$ cat config.mk
export PLATFORM = sky130hd
export DESIGN_NAME = contact_io_test_override
export DESIGN_NICKNAME = d
export VERILOG_FILES = /design/src/contact_io_pkg.sv /design/src/contact_io_test_override.sv /design/src/input_force_mux.sv /design/src/output_force_ctl.sv
export SDC_FILE = /design/constraint.sdc
export NUM_CORES = 1
export LEC_CHECK = 0
export BUFFER_PORTS_ARGS = -buffer_cell sky130_fd_sc_hd__buf_2
export CAP_MARGIN = 20
export CORE_MARGIN = 3
export CORE_UTILIZATION = 60
export DETAILED_ROUTE_END_ITERATION = 8
export HOLD_SLACK_MARGIN = 0.08
export PLACE_DENSITY = 0.85
export SETUP_SLACK_MARGIN = 0.15
export SLEW_MARGIN = 20
export SYNTH_ARGS = -nofsm -noshare
export SYNTH_HDL_FRONTEND = slang
export SYNTH_SLANG_ARGS = --single-unit
$ cat constraint.sdc
create_clock -name CLK_I -period 7.1 [get_ports CLK_I]
set_input_delay 0.355 -clock CLK_I [delete_from_list [all_inputs] [get_ports CLK_I]]
set_output_delay 0.355 -clock CLK_I [all_outputs]
set_load 0.01 [all_outputs]
$ cat src/contact_io_pkg.sv
// Constants and helpers shared by the contact test override block
// Summary of operation
// While master test enable is set, forced states take precedence over normal I/O.
// Test indicator output stays lit for as long as test mode is active.
// Clearing master test enable restores normal operation of every overridden function.
// Any enabled input force enters test mode and replaces sensed input state.
// Input force selector: disabled uses sensed state, open gives zero, closed one.
// Input handling returns to normal only when all input selectors are disabled.
// Any enabled output force enters test mode, lights indicator, replaces output drive.
// Output force selector: disabled, energized, de-energized or freeze.
// Freeze holds the output at its state when freeze was chosen, until changed.
// Output handling returns to normal only when all output selectors are disabled.
// Test active is master enable OR any input or output selector not disabled.
// Frozen value is captured per output on the cycle freeze first becomes active.
package contact_io_pkg;

    // Sizes
    localparam int NUM_IN  = 16;
    localparam int NUM_OUT = 16;
    localparam int SEL_W   = 2;
    localparam int ADDR_W  = 8;
    localparam int DATA_W  = 32;
    localparam int STRB_W  = 4;

    // Register byte offsets
    localparam logic [ADDR_W-1:0] OFS_CTRL      = 8'h00;
    localparam logic [ADDR_W-1:0] OFS_IN_FORCE  = 8'h04;
    localparam logic [ADDR_W-1:0] OFS_OUT_FORCE = 8'h08;
    localparam logic [ADDR_W-1:0] OFS_STATUS    = 8'h0c;
    localparam logic [ADDR_W-1:0] OFS_IN_SENSED = 8'h10;
    localparam logic [ADDR_W-1:0] OFS_IN_EFF    = 8'h14;
    localparam logic [ADDR_W-1:0] OFS_OUT_NORM  = 8'h18;
    localparam logic [ADDR_W-1:0] OFS_OUT_DRIVE = 8'h1c;

    // Field positions
    localparam int CTRL_TEST_BIT = 0;
    localparam int ST_ACTIVE_BIT = 0;
    localparam int ST_IN_BIT     = 1;
    localparam int ST_OUT_BIT    = 2;
    localparam int ST_MASTER_BIT = 3;

    // Reset values
    localparam logic [DATA_W-1:0] CTRL_RST  = 32'h0000_0000;
    localparam logic [DATA_W-1:0] FORCE_RST = 32'h0000_0000;

    // Input force selector codes
    localparam logic [SEL_W-1:0] IN_SEL_OFF    = 2'h0;
    localparam logic [SEL_W-1:0] IN_SEL_OPEN   = 2'h1;
    localparam logic [SEL_W-1:0] IN_SEL_CLOSED = 2'h2;

    // Output force selector codes
    localparam logic [SEL_W-1:0] OUT_SEL_OFF    = 2'h0;
    localparam logic [SEL_W-1:0] OUT_SEL_ENERGY = 2'h1;
    localparam logic [SEL_W-1:0] OUT_SEL_DEENER = 2'h2;
    localparam logic [SEL_W-1:0] OUT_SEL_FREEZE = 2'h3;

    // AXI responses
    localparam logic [1:0] RESP_OKAY   = 2'h0;
    localparam logic [1:0] RESP_SLVERR = 2'h2;

    // True when any input selector forces open or closed; code 3 counts as disabled
    function automatic logic in_any_forced(input logic [NUM_IN*SEL_W-1:0] sel);
        logic any;
        any = 1'b0;
        for (int i = 0; i < NUM_IN; i++) begin
            if (sel[i*SEL_W +: SEL_W] == IN_SEL_OPEN || sel[i*SEL_W +: SEL_W] == IN_SEL_CLOSED)
                any = 1'b1;
        end
        return any;
    endfunction : in_any_forced

    // True when any output selector is not disabled
    function automatic logic out_any_forced(input logic [NUM_OUT*SEL_W-1:0] sel);
        logic any;
        any = 1'b0;
        for (int i = 0; i < NUM_OUT; i++) begin
            if (sel[i*SEL_W +: SEL_W] != OUT_SEL_OFF)
                any = 1'b1;
        end
        return any;
    endfunction : out_any_forced

endpackage : contact_io_pkg

$ cat src/contact_io_test_override.sv
// Contact I/O test override top with AXI4-Lite settings slave
`timescale 1ns/1ps
module contact_io_test_override (
    // Clock and reset
    input  wire logic        CLK_I,
    input  wire logic        RST_N_I,
    // AXI4-Lite write address
    input  wire logic [7:0]  AWADDR_I,
    input  wire logic        AWVALID_I,
    output logic             AWREADY_O,
    // AXI4-Lite write data
    input  wire logic [31:0] WDATA_I,
    input  wire logic [3:0]  WSTRB_I,
    input  wire logic        WVALID_I,
    output logic             WREADY_O,
    // AXI4-Lite write response
    output logic [1:0]       BRESP_O,
    output logic             BVALID_O,
    input  wire logic        BREADY_I,
    // AXI4-Lite read address
    input  wire logic [7:0]  ARADDR_I,
    input  wire logic        ARVALID_I,
    output logic             ARREADY_O,
    // AXI4-Lite read data
    output logic [31:0]      RDATA_O,
    output logic [1:0]       RRESP_O,
    output logic             RVALID_O,
    input  wire logic        RREADY_I,
    // Contact inputs: sensed in, effective out
    input  wire logic [15:0] CONTACT_SENSED_I,
    output logic [15:0]      CONTACT_STATE_O,
    // Contact outputs: normal drive in, final drive out
    input  wire logic [15:0] OUT_NORMAL_I,
    output logic [15:0]      CONTACT_DRIVE_O,
    // Test mode indicator
    output logic             TEST_LED_O
);

    localparam int DW = contact_io_pkg::DATA_W;
    localparam int AW = contact_io_pkg::ADDR_W;

    // Settings registers
    logic [DW-1:0] ctrl_reg;
    logic [DW-1:0] in_force_reg;
    logic [DW-1:0] out_force_reg;

    // Write channel state
    logic          awready_reg;
    logic          wready_reg;
    logic          aw_held_reg;
    logic          w_held_reg;
    logic [AW-1:0] awaddr_reg;
    logic [DW-1:0] wdata_reg;
    logic [3:0]    wstrb_reg;
    logic          bvalid_reg;
    logic [1:0]    bresp_reg;

    // Read channel state
    logic          arready_reg;
    logic          rvalid_reg;
    logic [DW-1:0] rdata_reg;
    logic [1:0]    rresp_reg;

    // Status
    logic          led_reg;
    logic          status_active;
    logic          in_forced;
    logic          out_forced;
    logic [15:0]   state_w;
    logic [15:0]   drive_w;

    // Handshakes and the merged write beat
    logic          aw_hs;
    logic          w_hs;
    logic          wr_fire;
    logic          ar_hs;
    logic [AW-1:0] wr_addr;
    logic [DW-1:0] wr_data;
    logic [3:0]    wr_strb;
    logic          wr_mapped;
    logic          master_drop;

    // Byte-lane merge of a write into an old value
    function automatic logic [DW-1:0] merge(input logic [DW-1:0] old_v,
                                            input logic [DW-1:0] new_v,
                                            input logic [3:0]    strb);
        logic [DW-1:0] res;
        res = old_v;
        for (int b = 0; b < contact_io_pkg::STRB_W; b++) begin
            if (strb[b])
                res[b*8 +: 8] = new_v[b*8 +: 8];
        end
        return res;
    endfunction : merge

    // Address decode shared by read and write
    function automatic logic is_mapped(input logic [AW-1:0] a);
        case (a)
            contact_io_pkg::OFS_CTRL,
            contact_io_pkg::OFS_IN_FORCE,
            contact_io_pkg::OFS_OUT_FORCE,
            contact_io_pkg::OFS_STATUS,
            contact_io_pkg::OFS_IN_SENSED,
            contact_io_pkg::OFS_IN_EFF,
            contact_io_pkg::OFS_OUT_NORM,
            contact_io_pkg::OFS_OUT_DRIVE: is_mapped = 1'b1;
            default:                       is_mapped = 1'b0;
        endcase
    endfunction : is_mapped

    // Handshake terms
    assign aw_hs = AWVALID_I & awready_reg;
    assign w_hs  = WVALID_I & wready_reg;
    assign ar_hs = ARVALID_I & arready_reg;

    // Address and data may arrive in either order; a held beat wins
    assign wr_addr   = aw_held_reg ? awaddr_reg : AWADDR_I;
    assign wr_data   = w_held_reg ? wdata_reg : WDATA_I;
    assign wr_strb   = w_held_reg ? wstrb_reg : WSTRB_I;
    assign wr_fire   = (aw_held_reg | aw_hs) & (w_held_reg | w_hs) & ~bvalid_reg;
    assign wr_mapped = is_mapped(wr_addr);

    // Software clearing the master enable ends the whole test session
    assign master_drop = wr_fire && wr_addr == contact_io_pkg::OFS_CTRL && wr_strb[0]
                         && !wr_data[contact_io_pkg::CTRL_TEST_BIT]
                         && ctrl_reg[contact_io_pkg::CTRL_TEST_BIT];

    // Test active flag
    assign in_forced     = contact_io_pkg::in_any_forced(in_force_reg);
    assign out_forced    = contact_io_pkg::out_any_forced(out_force_reg);
    assign status_active = ctrl_reg[contact_io_pkg::CTRL_TEST_BIT]
                           | in_forced | out_forced;

    // Write address channel; ready returns only after the response
    always_ff @(posedge CLK_I) begin
        if (!RST_N_I) begin
            awready_reg <= 1'b1;
            aw_held_reg <= 1'b0;
            awaddr_reg  <= '0;
        end else if (wr_fire) begin
            awready_reg <= 1'b0;
            aw_held_reg <= 1'b0;
        end else if (aw_hs) begin
            awready_reg <= 1'b0;
            aw_held_reg <= 1'b1;
            awaddr_reg  <= AWADDR_I;
        end else if (bvalid_reg && BREADY_I) begin
            awready_reg <= 1'b1;
        end
    end

    // Write data channel, mirrors the address side
    always_ff @(posedge CLK_I) begin
        if (!RST_N_I) begin
            wready_reg <= 1'b1;
            w_held_reg <= 1'b0;
            wdata_reg  <= '0;
            wstrb_reg  <= '0;
        end else if (wr_fire) begin
            wready_reg <= 1'b0;
            w_held_reg <= 1'b0;
        end else if (w_hs) begin
            wready_reg <= 1'b0;
            w_held_reg <= 1'b1;
            wdata_reg  <= WDATA_I;
            wstrb_reg  <= WSTRB_I;
        end else if (bvalid_reg && BREADY_I) begin
            wready_reg <= 1'b1;
        end
    end

    // Write response; unmapped offsets answer SLVERR
    always_ff @(posedge CLK_I) begin
        if (!RST_N_I) begin
            bvalid_reg <= 1'b0;
            bresp_reg  <= contact_io_pkg::RESP_OKAY;
        end else if (wr_fire) begin
            bvalid_reg <= 1'b1;
            bresp_reg  <= wr_mapped ? contact_io_pkg::RESP_OKAY
                                    : contact_io_pkg::RESP_SLVERR;
        end else if (BREADY_I) begin
            bvalid_reg <= 1'b0;
        end
    end

    // Master test enable
    always_ff @(posedge CLK_I) begin
        if (!RST_N_I) begin
            ctrl_reg <= contact_io_pkg::CTRL_RST;
        end else if (wr_fire && wr_addr == contact_io_pkg::OFS_CTRL) begin
            ctrl_reg <= merge(ctrl_reg, wr_data, wr_strb) & 32'h0000_0001;
        end
    end

    // Force selectors; dropping master clears them so all I/O goes normal
    always_ff @(posedge CLK_I) begin
        if (!RST_N_I) begin
            in_force_reg  <= contact_io_pkg::FORCE_RST;
            out_force_reg <= contact_io_pkg::FORCE_RST;
        end else if (master_drop) begin
            in_force_reg  <= contact_io_pkg::FORCE_RST;
            out_force_reg <= contact_io_pkg::FORCE_RST;
        end else if (wr_fire && wr_addr == contact_io_pkg::OFS_IN_FORCE) begin
            in_force_reg <= merge(in_force_reg, wr_data, wr_strb);
        end else if (wr_fire && wr_addr == contact_io_pkg::OFS_OUT_FORCE) begin
            out_force_reg <= merge(out_force_reg, wr_data, wr_strb);
        end
    end

    // Read channel; data is sampled at the address handshake
    always_ff @(posedge CLK_I) begin
        if (!RST_N_I) begin
            arready_reg <= 1'b1;
            rvalid_reg  <= 1'b0;
            rdata_reg   <= '0;
            rresp_reg   <= contact_io_pkg::RESP_OKAY;
        end else if (ar_hs) begin
            arready_reg <= 1'b0;
            rvalid_reg  <= 1'b1;
            rresp_reg   <= is_mapped(ARADDR_I) ? contact_io_pkg::RESP_OKAY
                                               : contact_io_pkg::RESP_SLVERR;
            case (ARADDR_I)
                contact_io_pkg::OFS_CTRL:      rdata_reg <= ctrl_reg;
                contact_io_pkg::OFS_IN_FORCE:  rdata_reg <= in_force_reg;
                contact_io_pkg::OFS_OUT_FORCE: rdata_reg <= out_force_reg;
                contact_io_pkg::OFS_STATUS: begin
                    rdata_reg <= '0;
                    rdata_reg[contact_io_pkg::ST_ACTIVE_BIT] <= status_active;
                    rdata_reg[contact_io_pkg::ST_IN_BIT]     <= in_forced;
                    rdata_reg[contact_io_pkg::ST_OUT_BIT]    <= out_forced;
                    rdata_reg[contact_io_pkg::ST_MASTER_BIT] <=
                        ctrl_reg[contact_io_pkg::CTRL_TEST_BIT];
                end
                contact_io_pkg::OFS_IN_SENSED: rdata_reg <= {16'h0000, CONTACT_SENSED_I};
                contact_io_pkg::OFS_IN_EFF:    rdata_reg <= {16'h0000, state_w};
                contact_io_pkg::OFS_OUT_NORM:  rdata_reg <= {16'h0000, OUT_NORMAL_I};
                contact_io_pkg::OFS_OUT_DRIVE: rdata_reg <= {16'h0000, drive_w};
                default:                       rdata_reg <= '0;
            endcase
        end else if (rvalid_reg && RREADY_I) begin
            arready_reg <= 1'b1;
            rvalid_reg  <= 1'b0;
        end
    end

    // Indicator follows the test active flag, one cycle late
    always_ff @(posedge CLK_I) begin
        if (!RST_N_I) begin
            led_reg <= 1'b0;
        end else begin
            led_reg <= status_active;
        end
    end

    // Input override path
    input_force_mux u_in (
        .clk_i    (CLK_I),
        .rst_n_i  (RST_N_I),
        .sel_i    (in_force_reg),
        .sensed_i (CONTACT_SENSED_I),
        .state_o  (state_w)
    );

    // Output override path
    output_force_ctl u_out (
        .clk_i    (CLK_I),
        .rst_n_i  (RST_N_I),
        .sel_i    (out_force_reg),
        .normal_i (OUT_NORMAL_I),
        .drive_o  (drive_w)
    );

    // Port drive, all from flip-flops
    assign AWREADY_O       = awready_reg;
    assign WREADY_O        = wready_reg;
    assign BVALID_O        = bvalid_reg;
    assign BRESP_O         = bresp_reg;
    assign ARREADY_O       = arready_reg;
    assign RVALID_O        = rvalid_reg;
    assign RDATA_O         = rdata_reg;
    assign RRESP_O         = rresp_reg;
    assign CONTACT_STATE_O = state_w;
    assign CONTACT_DRIVE_O = drive_w;
    assign TEST_LED_O      = led_reg;

endmodule : contact_io_test_override

$ cat src/input_force_mux.sv
// Per-input force selection onto the registered contact input states
`timescale 1ns/1ps
module input_force_mux (
    // Clock and reset
    input  wire logic                                            clk_i,
    input  wire logic                                            rst_n_i,
    // Selectors and sensed states
    input  wire logic [contact_io_pkg::NUM_IN*contact_io_pkg::SEL_W-1:0] sel_i,
    input  wire logic [contact_io_pkg::NUM_IN-1:0]               sensed_i,
    // States seen by the protection logic
    output logic      [contact_io_pkg::NUM_IN-1:0]               state_o
);

    logic [contact_io_pkg::NUM_IN-1:0] state_reg;
    logic [contact_io_pkg::NUM_IN-1:0] state_next;

    // Forced level or sensed level per input
    always_comb begin
        state_next = sensed_i;
        for (int i = 0; i < contact_io_pkg::NUM_IN; i++) begin
            case (sel_i[i*contact_io_pkg::SEL_W +: contact_io_pkg::SEL_W])
                contact_io_pkg::IN_SEL_OPEN:   state_next[i] = 1'b0;
                contact_io_pkg::IN_SEL_CLOSED: state_next[i] = 1'b1;
                default:                       state_next[i] = sensed_i[i];
            endcase
        end
    end

    // Registered so the consumer never sees a decode glitch
    always_ff @(posedge clk_i) begin
        if (!rst_n_i) begin
            state_reg <= '0;
        end else begin
            state_reg <= state_next;
        end
    end

    assign state_o = state_reg;

endmodule : input_force_mux

$ cat src/output_force_ctl.sv
// Per-output force selection with freeze capture onto contact drive
`timescale 1ns/1ps
module output_force_ctl (
    // Clock and reset
    input  wire logic                                              clk_i,
    input  wire logic                                              rst_n_i,
    // Selectors and normally computed drive
    input  wire logic [contact_io_pkg::NUM_OUT*contact_io_pkg::SEL_W-1:0] sel_i,
    input  wire logic [contact_io_pkg::NUM_OUT-1:0]                normal_i,
    // Contact drive
    output logic      [contact_io_pkg::NUM_OUT-1:0]                drive_o
);

    logic [contact_io_pkg::NUM_OUT-1:0] drive_reg;
    logic [contact_io_pkg::NUM_OUT-1:0] drive_next;
    logic [contact_io_pkg::NUM_OUT-1:0] frozen_reg;
    logic [contact_io_pkg::NUM_OUT-1:0] frozen_next;
    logic [contact_io_pkg::NUM_OUT-1:0] was_frz_reg;
    logic [contact_io_pkg::NUM_OUT-1:0] is_frz;

    // Entry into freeze takes the present drive; afterwards the capture holds
    always_comb begin
        drive_next  = normal_i;
        frozen_next = frozen_reg;
        is_frz      = '0;
        for (int i = 0; i < contact_io_pkg::NUM_OUT; i++) begin
            is_frz[i] = sel_i[i*contact_io_pkg::SEL_W +: contact_io_pkg::SEL_W]
                        == contact_io_pkg::OUT_SEL_FREEZE;
            if (is_frz[i] && !was_frz_reg[i])
                frozen_next[i] = drive_reg[i];
            case (sel_i[i*contact_io_pkg::SEL_W +: contact_io_pkg::SEL_W])
                contact_io_pkg::OUT_SEL_ENERGY: drive_next[i] = 1'b1;
                contact_io_pkg::OUT_SEL_DEENER: drive_next[i] = 1'b0;
                contact_io_pkg::OUT_SEL_FREEZE: drive_next[i] = frozen_next[i];
                default:                        drive_next[i] = normal_i[i];
            endcase
        end
    end

    // Drive, capture and freeze history
    always_ff @(posedge clk_i) begin
        if (!rst_n_i) begin
            drive_reg   <= '0;
            frozen_reg  <= '0;
            was_frz_reg <= '0;
        end else begin
            drive_reg   <= drive_next;
            frozen_reg  <= frozen_next;
            was_frz_reg <= is_frz;
        end
    end

    assign drive_o = drive_reg;

endmodule : output_force_ctl

==> flow_summary.ini, run 1 <==
[floorplanning]
core-area_um2 = 15300
rows = 45
initial_core_util_pct = 61.8
fp.dieW_um = 132
fp.dieH_um = 132
die-area_um2 = 17300
io_pins = 165

[synthesis]
yosysWarningCount = 0
syn_area_um2 = 9470
synth_ff_type = dfxtp_1
synth_top_area_share_pct = 45.5
ys_ff_latch = 215
synth_cell_types = 48
synth_edf_count = 0
seq_area_frac_synth_pct = 45.5
avgSynthCellArea_um2 = 9.16
yosys-top-cells-area = dfxtp_1, mux2i_1, mux2_2
ys_async_sr_fraction_pct = 0
yosys.area.top_type = dfxtp_1
syn_inst = 1033

[power_and_ir_drop]
finalPower_mw = 2.64
powerDensity_nw_per_um2 = 239
power.leakage_nw = 4.90
peakVddDrop_uv = 153

[sta]
max_slew_margin_pct = 31.4
fmax_mhz = 352
fin_worst_skew_ns = 0.00833
setup_viol = 0
worst_slew_pin_slew_ns = 1.03
finalHoldViolations = 0
setup_tns_ns = 0
finalMaxSlewViolations = 0
setup_slack_ns = 4.26
post-route-period-util_pct = 40.0
holdWs_ns = 0.106
fin_crit_ns = 2.84
grt_setup_unrepaired = false

[finish]
final_core_util_pct = 72.3
area_growth_pct = 17.0
final_cells = 1391
n_antenna_cell = 0
final_cell_area_um2 = 11100
nNetsFinal = 1275
layout-drive-gt1-share_pct = 22.5

[clock_network]
clockRootBuffer = clkbuf_16
cts_made_buffers = 22
cts_resized = 0
clock_latency_ns = 0.49
cts_setup_buffers = 0
postCtsHoldBufs = 0
htreeDepth = 1
cts.clk_slew.worst_paths_ns = 0.06
cts_tree = done
clockBufferDepth = 3
cts.sinks = 215

[worst_setup_path]
r2r-start = aw_held_reg
cp.required_ns = 7.45
rr_endpoint = out_force_reg[24]
critPathMaxFanout = 64
r2r_slack_ns = 4.26
worstSetupPathType = flip-flop to flip-flop
r2r_cells = 6
critPathArrivalTime_ns = 3.19
startpoint_type = flip-flop
endpoint_kind = flip-flop
cp-startpoint = aw_held_reg
crit_end = out_force_reg[24]

[placement]
io_buffer_count = 162
routabilityCongestion = 0.890
pre_cts_ws_ns = 4.32
place_area_um2 = 10400
dp.cells = 1355
post-dp-hpwl_mm = 19.0

[global_routing]
grt_max_degree = 89
gr-usage-all-layers_pct = 30.1
grt_pass1_wl_mm = 42.5
antenna_found_initial = 0
grt.overflow.total = 0
grt_pass1_vias = 7978

[detailed_routing]
wl_mm = 27.3
drt-initial-drc-count = 817
num_vias = 8335
drc = 0
detail-route-antenna-nets = 0
drt_first_pass_iters = 6
vias_per_cell = 5.99
post_drt_wl_per_cell_um = 19.7

[min_path]
hold_path.class = primary input to flip-flop

[job]
maxCapViolCount = 0

[run_status]
status = finished, final reports clean
how the worst min path moves through the flow:
stage	start	endpoint	cells after the start
CTS	WDATA_I[25]	wdata_reg[25]	3
floorplan	wdata_reg[13]	wdata_reg[13]	2
global route	WSTRB_I[3]	wstrb_reg[3]	3
finish	WDATA_I[25]	wdata_reg[25]	3
detailed placement	RDATA_O[14]	RDATA_O[14]	1
global placement	wdata_reg[28]	wdata_reg[28]	2
final cells by class:
class | count | area (um^2)
Clock buffer | 34 | 667
Clock inverter | 2 | 35.0
Fill cell | 1160 | 4240
Inverter | 21 | 78.8
Multi-Input combinational cell | 739 | 4870
Sequential cell | 215 | 4300
Tap cell | 211 | 264
Timing Repair Buffer | 169 | 863
power breakdown:
part           leakage [nW]  total (mW)  internal (mW)  switching [mW]
combinational          2.81       0.248         0.0993           0.149
sequential             1.75        1.26           1.24          0.0234
clock                 0.345        1.13          0.676           0.458
total                  4.90        2.64           2.01           0.630
critical path: stages (launching register included):
cell and delay [ns]:
dfxtp_1 0.48, mux2_2 0.40, nor4_4 0.53, nand4_1 0.29, o31ai_4 0.26, buf_4 0.57
nor2_1 0.14
cell usage after synthesis, drive strengths merged (17+ instances only):
cell,count
a211oi,17
a21boi,17
a21oi,55
a22oi,17
buf,20
clkbuf,39
dfxtp,215
inv,21
mux2,52
mux2i,107
nand2,128
nand4,18
nor2,151
o21ai,44
cells in the final DEF (no fill, tap or decap), types with 5 or more instances in the layout:
| cell | n |
|---|---|
| clkbuf_1 | 6 |
| clkbuf_8 | 5 |
| nand4_1 | 18 |
| a21oi_1 | 55 |
| mux4_2 | 6 |
| nand2_1 | 128 |
| nand2b_1 | 7 |
| a22oi_1 | 17 |
| mux2_2 | 52 |
| dfxtp_1 | 215 |
| nor2b_1 | 16 |
| a22o_1 | 13 |
| nor3_1 | 5 |
| inv_1 | 20 |
| and2_1 | 9 |
| buf_2 | 162 |
| a2bb2oi_1 | 10 |
| buf_4 | 7 |
| a21boi_0 | 17 |
| a211oi_1 | 17 |
| nor2_1 | 150 |
| ha_1 | 16 |
| mux2i_1 | 107 |
| nor4_1 | 12 |
| o21ai_0 | 44 |
| clkbuf_16 | 23 |
kinds of logic after synthesis:
| logic type | share of synthesized area, % |
|---|---|
| AOI/OAI and AO/OA | 13.2 |
| adders and majority gates | 2.11 |
| muxes | 18.9 |
| buffers and inverters | 3.40 |
| and+or+nand+nor | 16.9 |
| DFF | 45.5 |
| other | 0.0396 |
layer usage:
| layer | vias to the layer above | track usage [%] | part of all wire, % |
|---|---|---|---|
| li1 | 3891 | - | - |
| met2 | 398 | 49.4 | 47 |
| met1 | 3982 | 40.5 | 42 |
| met4 | 0 | 9.39 | 3.0 |
| met3 | 64 | 5.32 | 8.1 |
| met5 | - | 0 | 0 |
Power figures use the tool's default switching activity.
==> run 2: changes to the inputs <==
ABC_AREA = 1   (was not set)
CORE_UTILIZATION = 57   (was 60)
PLACE_DENSITY = 0.8   (was 0.85)
clock period = 3 ns   (was 7.1 ns; I/O delays follow)
==> flow_summary.ini, run 2 <==
[run_status]
status = finished, final reports clean

[global_routing]
grt-busiest-layer = met2
grt_use_met2_pct = 43.7
grt_use_met3_pct = 3.99
grt.overflow.total = 0
grt_pass1_vias = 9146
antenna_found_initial = 0
grt_max_degree = 50
gr-usage-met1_pct = 41.9
grt_pass1_wl_mm = 46.2
gr-usage-all-layers_pct = 28.4

[clock_network]
cts.sinks = 215
cts_made_buffers = 23
cts_tree = done
htreeDepth = 1
cts.clk_slew.worst_paths_ns = 0.06
clock_latency_ns = 0.51
clockBufferDepth = 3
cts_resized = 0
clockRootBuffer = clkbuf_16

[synthesis]
avgSynthCellArea_um2 = 6.96
syn_area_um2 = 10200
synth.most_common_cell = nand2_1
yosys-top-cells-count = nand2_1, inv_1, dfxtp_1
yosys.area.top_type = dfxtp_1
ys_async_sr_fraction_pct = 0
syn_inst = 1471
ys_ff_latch = 215
synth_ff_type = dfxtp_1
yosys-top-cells-area = dfxtp_1, nand2_1, o21ai_0
synth_top_area_share_pct = 42.0
synth_edf_count = 0
yosysWarningCount = 0
synth_cell_types = 36
seq_area_frac_synth_pct = 42.0

[detailed_routing]
drt-initial-drc-count = 1000
vias_per_cell = 5.30
drc = 0
num_vias = 10200
post_drt_wl_per_cell_um = 15.0
detail-route-antenna-nets = 0
wl_mm = 29.0
drt_first_pass_iters = 5

[worst_setup_path]
max_stage_delay_ns = 0.68
crit_chain = inv_2 -> nand2_1 -> nand3_4 -> inv_2 -> nor2_1 -> o21ai_0 -> a21oi_1
startpoint_type = flip-flop
worstSetupPathType = flip-flop to flip-flop
endpoint_kind = flip-flop
cp_slowest_cell = nor2_1
cp.required_ns = 3.43
path_buf_inv = 2
critPathArrivalTime_ns = 2.72
cp_common_cell = inv_2
critPathMaxFanout = 37
crit_family = simple AND/OR/NAND/NOR gates

[floorplanning]
core-area_um2 = 17400
io_pins = 165
fp.dieH_um = 140
fp.dieW_um = 140
die-area_um2 = 19600
initial_core_util_pct = 58.8
rows = 48

[finish]
area_growth_pct = 23.5
final_common_cell = nand2_1
seq_area_um2 = 4300
nNetsFinal = 1796
multi_input_area_um2 = 4710
layout_common_cells = nand2_1, inv_1, dfxtp_1
num-fill-cells = 1416
layout-drive-gt1-share_pct = 17.2
n_antenna_cell = 0

[power_and_ir_drop]
power.leakage_nw = 6.09
p_comb_share_pct = 12.7
p_clk_share_pct = 41.5
pwr-share-seq_pct = 45.8
powerDensity_nw_per_um2 = 525
intPower_mw = 4.91
netSwitchingFraction_pct = 26.1
finalPower_mw = 6.64
peakVddDrop_uv = 430
p_sw_mw = 1.73

[sta]
grt_setup_unrepaired = false
worst_slew_pin_slew_ns = 0.893
finalMaxSlewViolations = 0
post-route-period-util_pct = 76.6
fmax_mhz = 435
finalHoldViolations = 0
fin_crit_ns = 2.30
setup_tns_ns = 0
setup_viol = 0
setup_slack_ns = 0.703
fin_worst_skew_ns = 0.00716
max_slew_margin_pct = 40.1

[placement]
post-dp-hpwl_mm = 20.1
routabilityCongestion = 0.929
io_buffer_count = 162
pre_cts_ws_ns = 0.842

[job]
maxCapViolCount = 0

[min_path]
hold_path.class = primary input to flip-flop
[run 2: worst min-delay path, cell delays in order]
cell and delay [ns]:
buf_2 0.23, o21ai_0 0.13, nor2_1 0.04
[run 2: area by class of cell]
| cell class | instances | area share (%) |
|---|---|---|
| well taps | 225 | 2.23 |
| clock inverters | 8 | 0.574 |
| clock buffers | 32 | 5.21 |
| multi-input cells | 962 | 37.2 |
| repair buffers | 258 | 13.9 |
| flip-flops and latches | 215 | 34.0 |
| inverters | 229 | 6.84 |
[run 2: final timing paths]
| check | start | endpoint | slack (ns) | depth (start not counted) |
|---|---|---|---|---|
| min reg2reg | RDATA_O[31] | RDATA_O[31] | 0.46 | 2 |
| max | w_held_reg | awaddr_reg[3] | 0.70 | 7 |
| min | RST_N_I | wdata_reg[6] | 0.1 | 3 |
| max reg2reg | w_held_reg | awaddr_reg[3] | 0.70 | 7 |
[run 2: through the flow]
stage	cell area (um^2)	std cells	util, %	hold slack [ns]
after floorplan	10200	1472	-	0.278
final	12600	1929	72.6	0.0972
after CTS	12600	1929	72.6	0.0848
after global routing	12600	1929	72.6	0.105
after global placement	11100	1805	63.6	0.387
after detailed placement	11100	1805	63.6	0.394
[run 2: kinds of logic after synthesis]
group / synth area share, %
other cells: 0.0366
compound gates: 16.4
buf+inv: 12.1
flops: 42.0
simple gates: 27.5
fa+ha+maj: 1.96
[run 2: power by group through the flow]
stage               clock, mW  sequential [mW]  combinational (mW)
floorplan                   0             3.10               0.480
global placement            0             3.10               0.722
detailed placement          0             3.10               0.736
CTS                      2.77             3.04               0.829
global route             2.91             3.05               0.934
finish                   2.76             3.04               0.843
[run 2: routing by layer]
metal / routed length (um) / part of all wire [%] / vias up
li1: - / - / 5075
met1: 12700 / 44 / 4611
met2: 12600 / 43 / 475
met3: 2990 / 10 / 58
met4: 690 / 2.4 / 0
met5: 0 / 0 / -
[run 2: what timing repair did]
| action | 4_1_cts | 5_1_grt |
|---|---|---|
| hold endpoints to repair | 83 | 0 |
| hold buffers | 84 | 0 |
| setup buffers | 0 | 0 |
==> run 3: changes to the inputs <==
CORE_UTILIZATION = 51   (was 57)
PLACE_DENSITY = 0.76   (was 0.8)
clock period = 2.01 ns   (was 3 ns; I/O delays follow)
==> flow_summary.ini, run 3 (synthesized netlist as in run 2, its figures left out) <==
[run_status]
status = finished, final reports clean

[floorplanning]
rows = 51
fp.dieW_um = 148
fp.dieH_um = 148
die-area_um2 = 21800
io_pins = 165
initial_core_util_pct = 52.3
core-area_um2 = 19600

[min_path]
holdPathEnd = RDATA_O[8]
hold_path.class = primary input to flip-flop
whs_path_depth = 5
min_from = ARVALID_I

[sta]
finalHoldViolations = 0
post-route-period-util_pct = 88.0
worst_slew_pin_slew_ns = 0.583
fin_worst_skew_ns = 0.0153
max_slew_margin_pct = 61.0
setup_viol = 0
setup_tns_ns = 0
finalMaxSlewViolations = 0
fmax_mhz = 565
grt_setup_unrepaired = true
fin_crit_ns = 1.77

[detailed_routing]
drc = 0
detail-route-antenna-nets = 0
num_vias = 10400
vias_per_cell = 5.22
wl_mm = 30.5
drt_first_pass_iters = 6
post_drt_wl_per_cell_um = 15.3
drt-initial-drc-count = 1065

[worst_setup_path]
critPathArrivalTime_ns = 2.17
critPathMaxFanout = 8
r2r-start = aw_held_reg
rr_endpoint = in_force_reg[4]
r2r_slack_ns = 0.24
worstSetupPathType = flip-flop to flip-flop
endpoint_kind = flip-flop
startpoint_type = flip-flop
r2r_cells = 7
cp-startpoint = aw_held_reg
cp.required_ns = 2.41

[clock_network]
clock_latency_ns = 0.51
htreeDepth = 1
cts.sinks = 215
clockBufferDepth = 3
cts.clk_slew.worst_paths_ns = 0.06
cts_tree = done
cts_made_buffers = 23
clockRootBuffer = clkbuf_16

[placement]
post-dp-hpwl_mm = 20.7
place_area_um2 = 11200
io_buffer_count = 162
routabilityCongestion = 0.959

[power_and_ir_drop]
finalPower_mw = 10.2
power.leakage_nw = 6.23
peakVddDrop_uv = 537
powerDensity_nw_per_um2 = 778

[global_routing]
grt.overflow.total = 0
antenna_found_initial = 0
gr-usage-all-layers_pct = 26.2
grt_pass1_vias = 9382
grt_max_degree = 86
grt_pass1_wl_mm = 47.2

[finish]
final_cell_area_um2 = 13100
final_common_cell = nand2_1
layout_common_cells = nand2_1, inv_1, dfxtp_1
layout-drive-gt1-share_pct = 19.2
area_growth_pct = 27.7
n_antenna_cell = 0
num-fill-cells = 1727
nNetsFinal = 1818
final_core_util_pct = 66.7

[job]
maxCapViolCount = 0
run 3: cell types whose count changed in the layout (fill, tap and decap cells not counted), sizes merged, moves of 2 or more:
cell and delta:
clkinv +3, nand3 +7, clkinvlp -2, buf +16
run 3: per-layer routing:
layer	vias up	share of wire (%)	routed length (um)	GRT usage (%)
li1	5144	-	-	-
met1	4707	45	13800	38.4
met2	477	43	13200	40.8
met3	72	8.8	2690	3.13
met4	0	2.7	810	7.64
met5	-	0	0	0
run 3: worst max-delay path, cell delays in order, from the launching register on:
cell and delay [ns]:
dfxtp_4 0.36, o31ai_2 0.38, nand2_2 0.14, nor2_4 0.23, buf_4 0.19, nand3_4 0.11
o21ai_0 0.18, nor2_1 0.06
run 3: repair_timing:
action                                 4_1_cts  5_1_grt
gates cloned                                 1        6
gates resized for setup                      1       41
endpoints found under the hold margin       99        0
pin swaps                                    2        5
setup endpoints to repair                   64       91
setup buffers                                4        2
hold buffers                                83        0
run 3: worst max path at each step:
stage / to / slack [ns] / cells after the start
4_1_cts: in_force_reg[26] / 0.10 / 7
3_5_place_dp: out_force_reg[1] / 0.05 / 8
5_1_grt: in_force_reg[1] / 0.09 / 10
2_1_floorplan: in_force_reg[23] / 0.36 / 11
6_report: in_force_reg[4] / 0.24 / 7
3_3_place_gp: out_force_reg[0] / 0.16 / 8
run 3: layout make-up:
class / instances / area [um^2] / share of cell area, %
multi-input cells: 969 / 4880 / 37.3
flip-flops and latches: 215 / 4310 / 33.0
repair buffers: 273 / 1930 / 14.7
inverters: 229 / 876 / 6.70
clock buffers: 31 / 656 / 5.01
well taps: 265 / 332 / 2.54
clock inverters: 10 / 100 / 0.766
run 3: metrics by stage:
stage	std cells	hold slack (ns)	setup WS, ns
after floorplan	1472	0.228	0.358
final	1992	0.222	0.241
after global placement	1855	0.338	0.161
after detailed placement	1855	0.346	0.0459
after global routing	1992	0.261	0.0909
after CTS	1984	0.171	0.104
run 3: power breakdown:
part / internal [mW] / switching [mW] / leakage [nW] / total [mW]
clock network: 2.54 / 1.73 / 0.382 / 4.27
logic: 0.526 / 0.843 / 4.09 / 1.37
registers: 4.44 / 0.0961 / 1.75 / 4.54
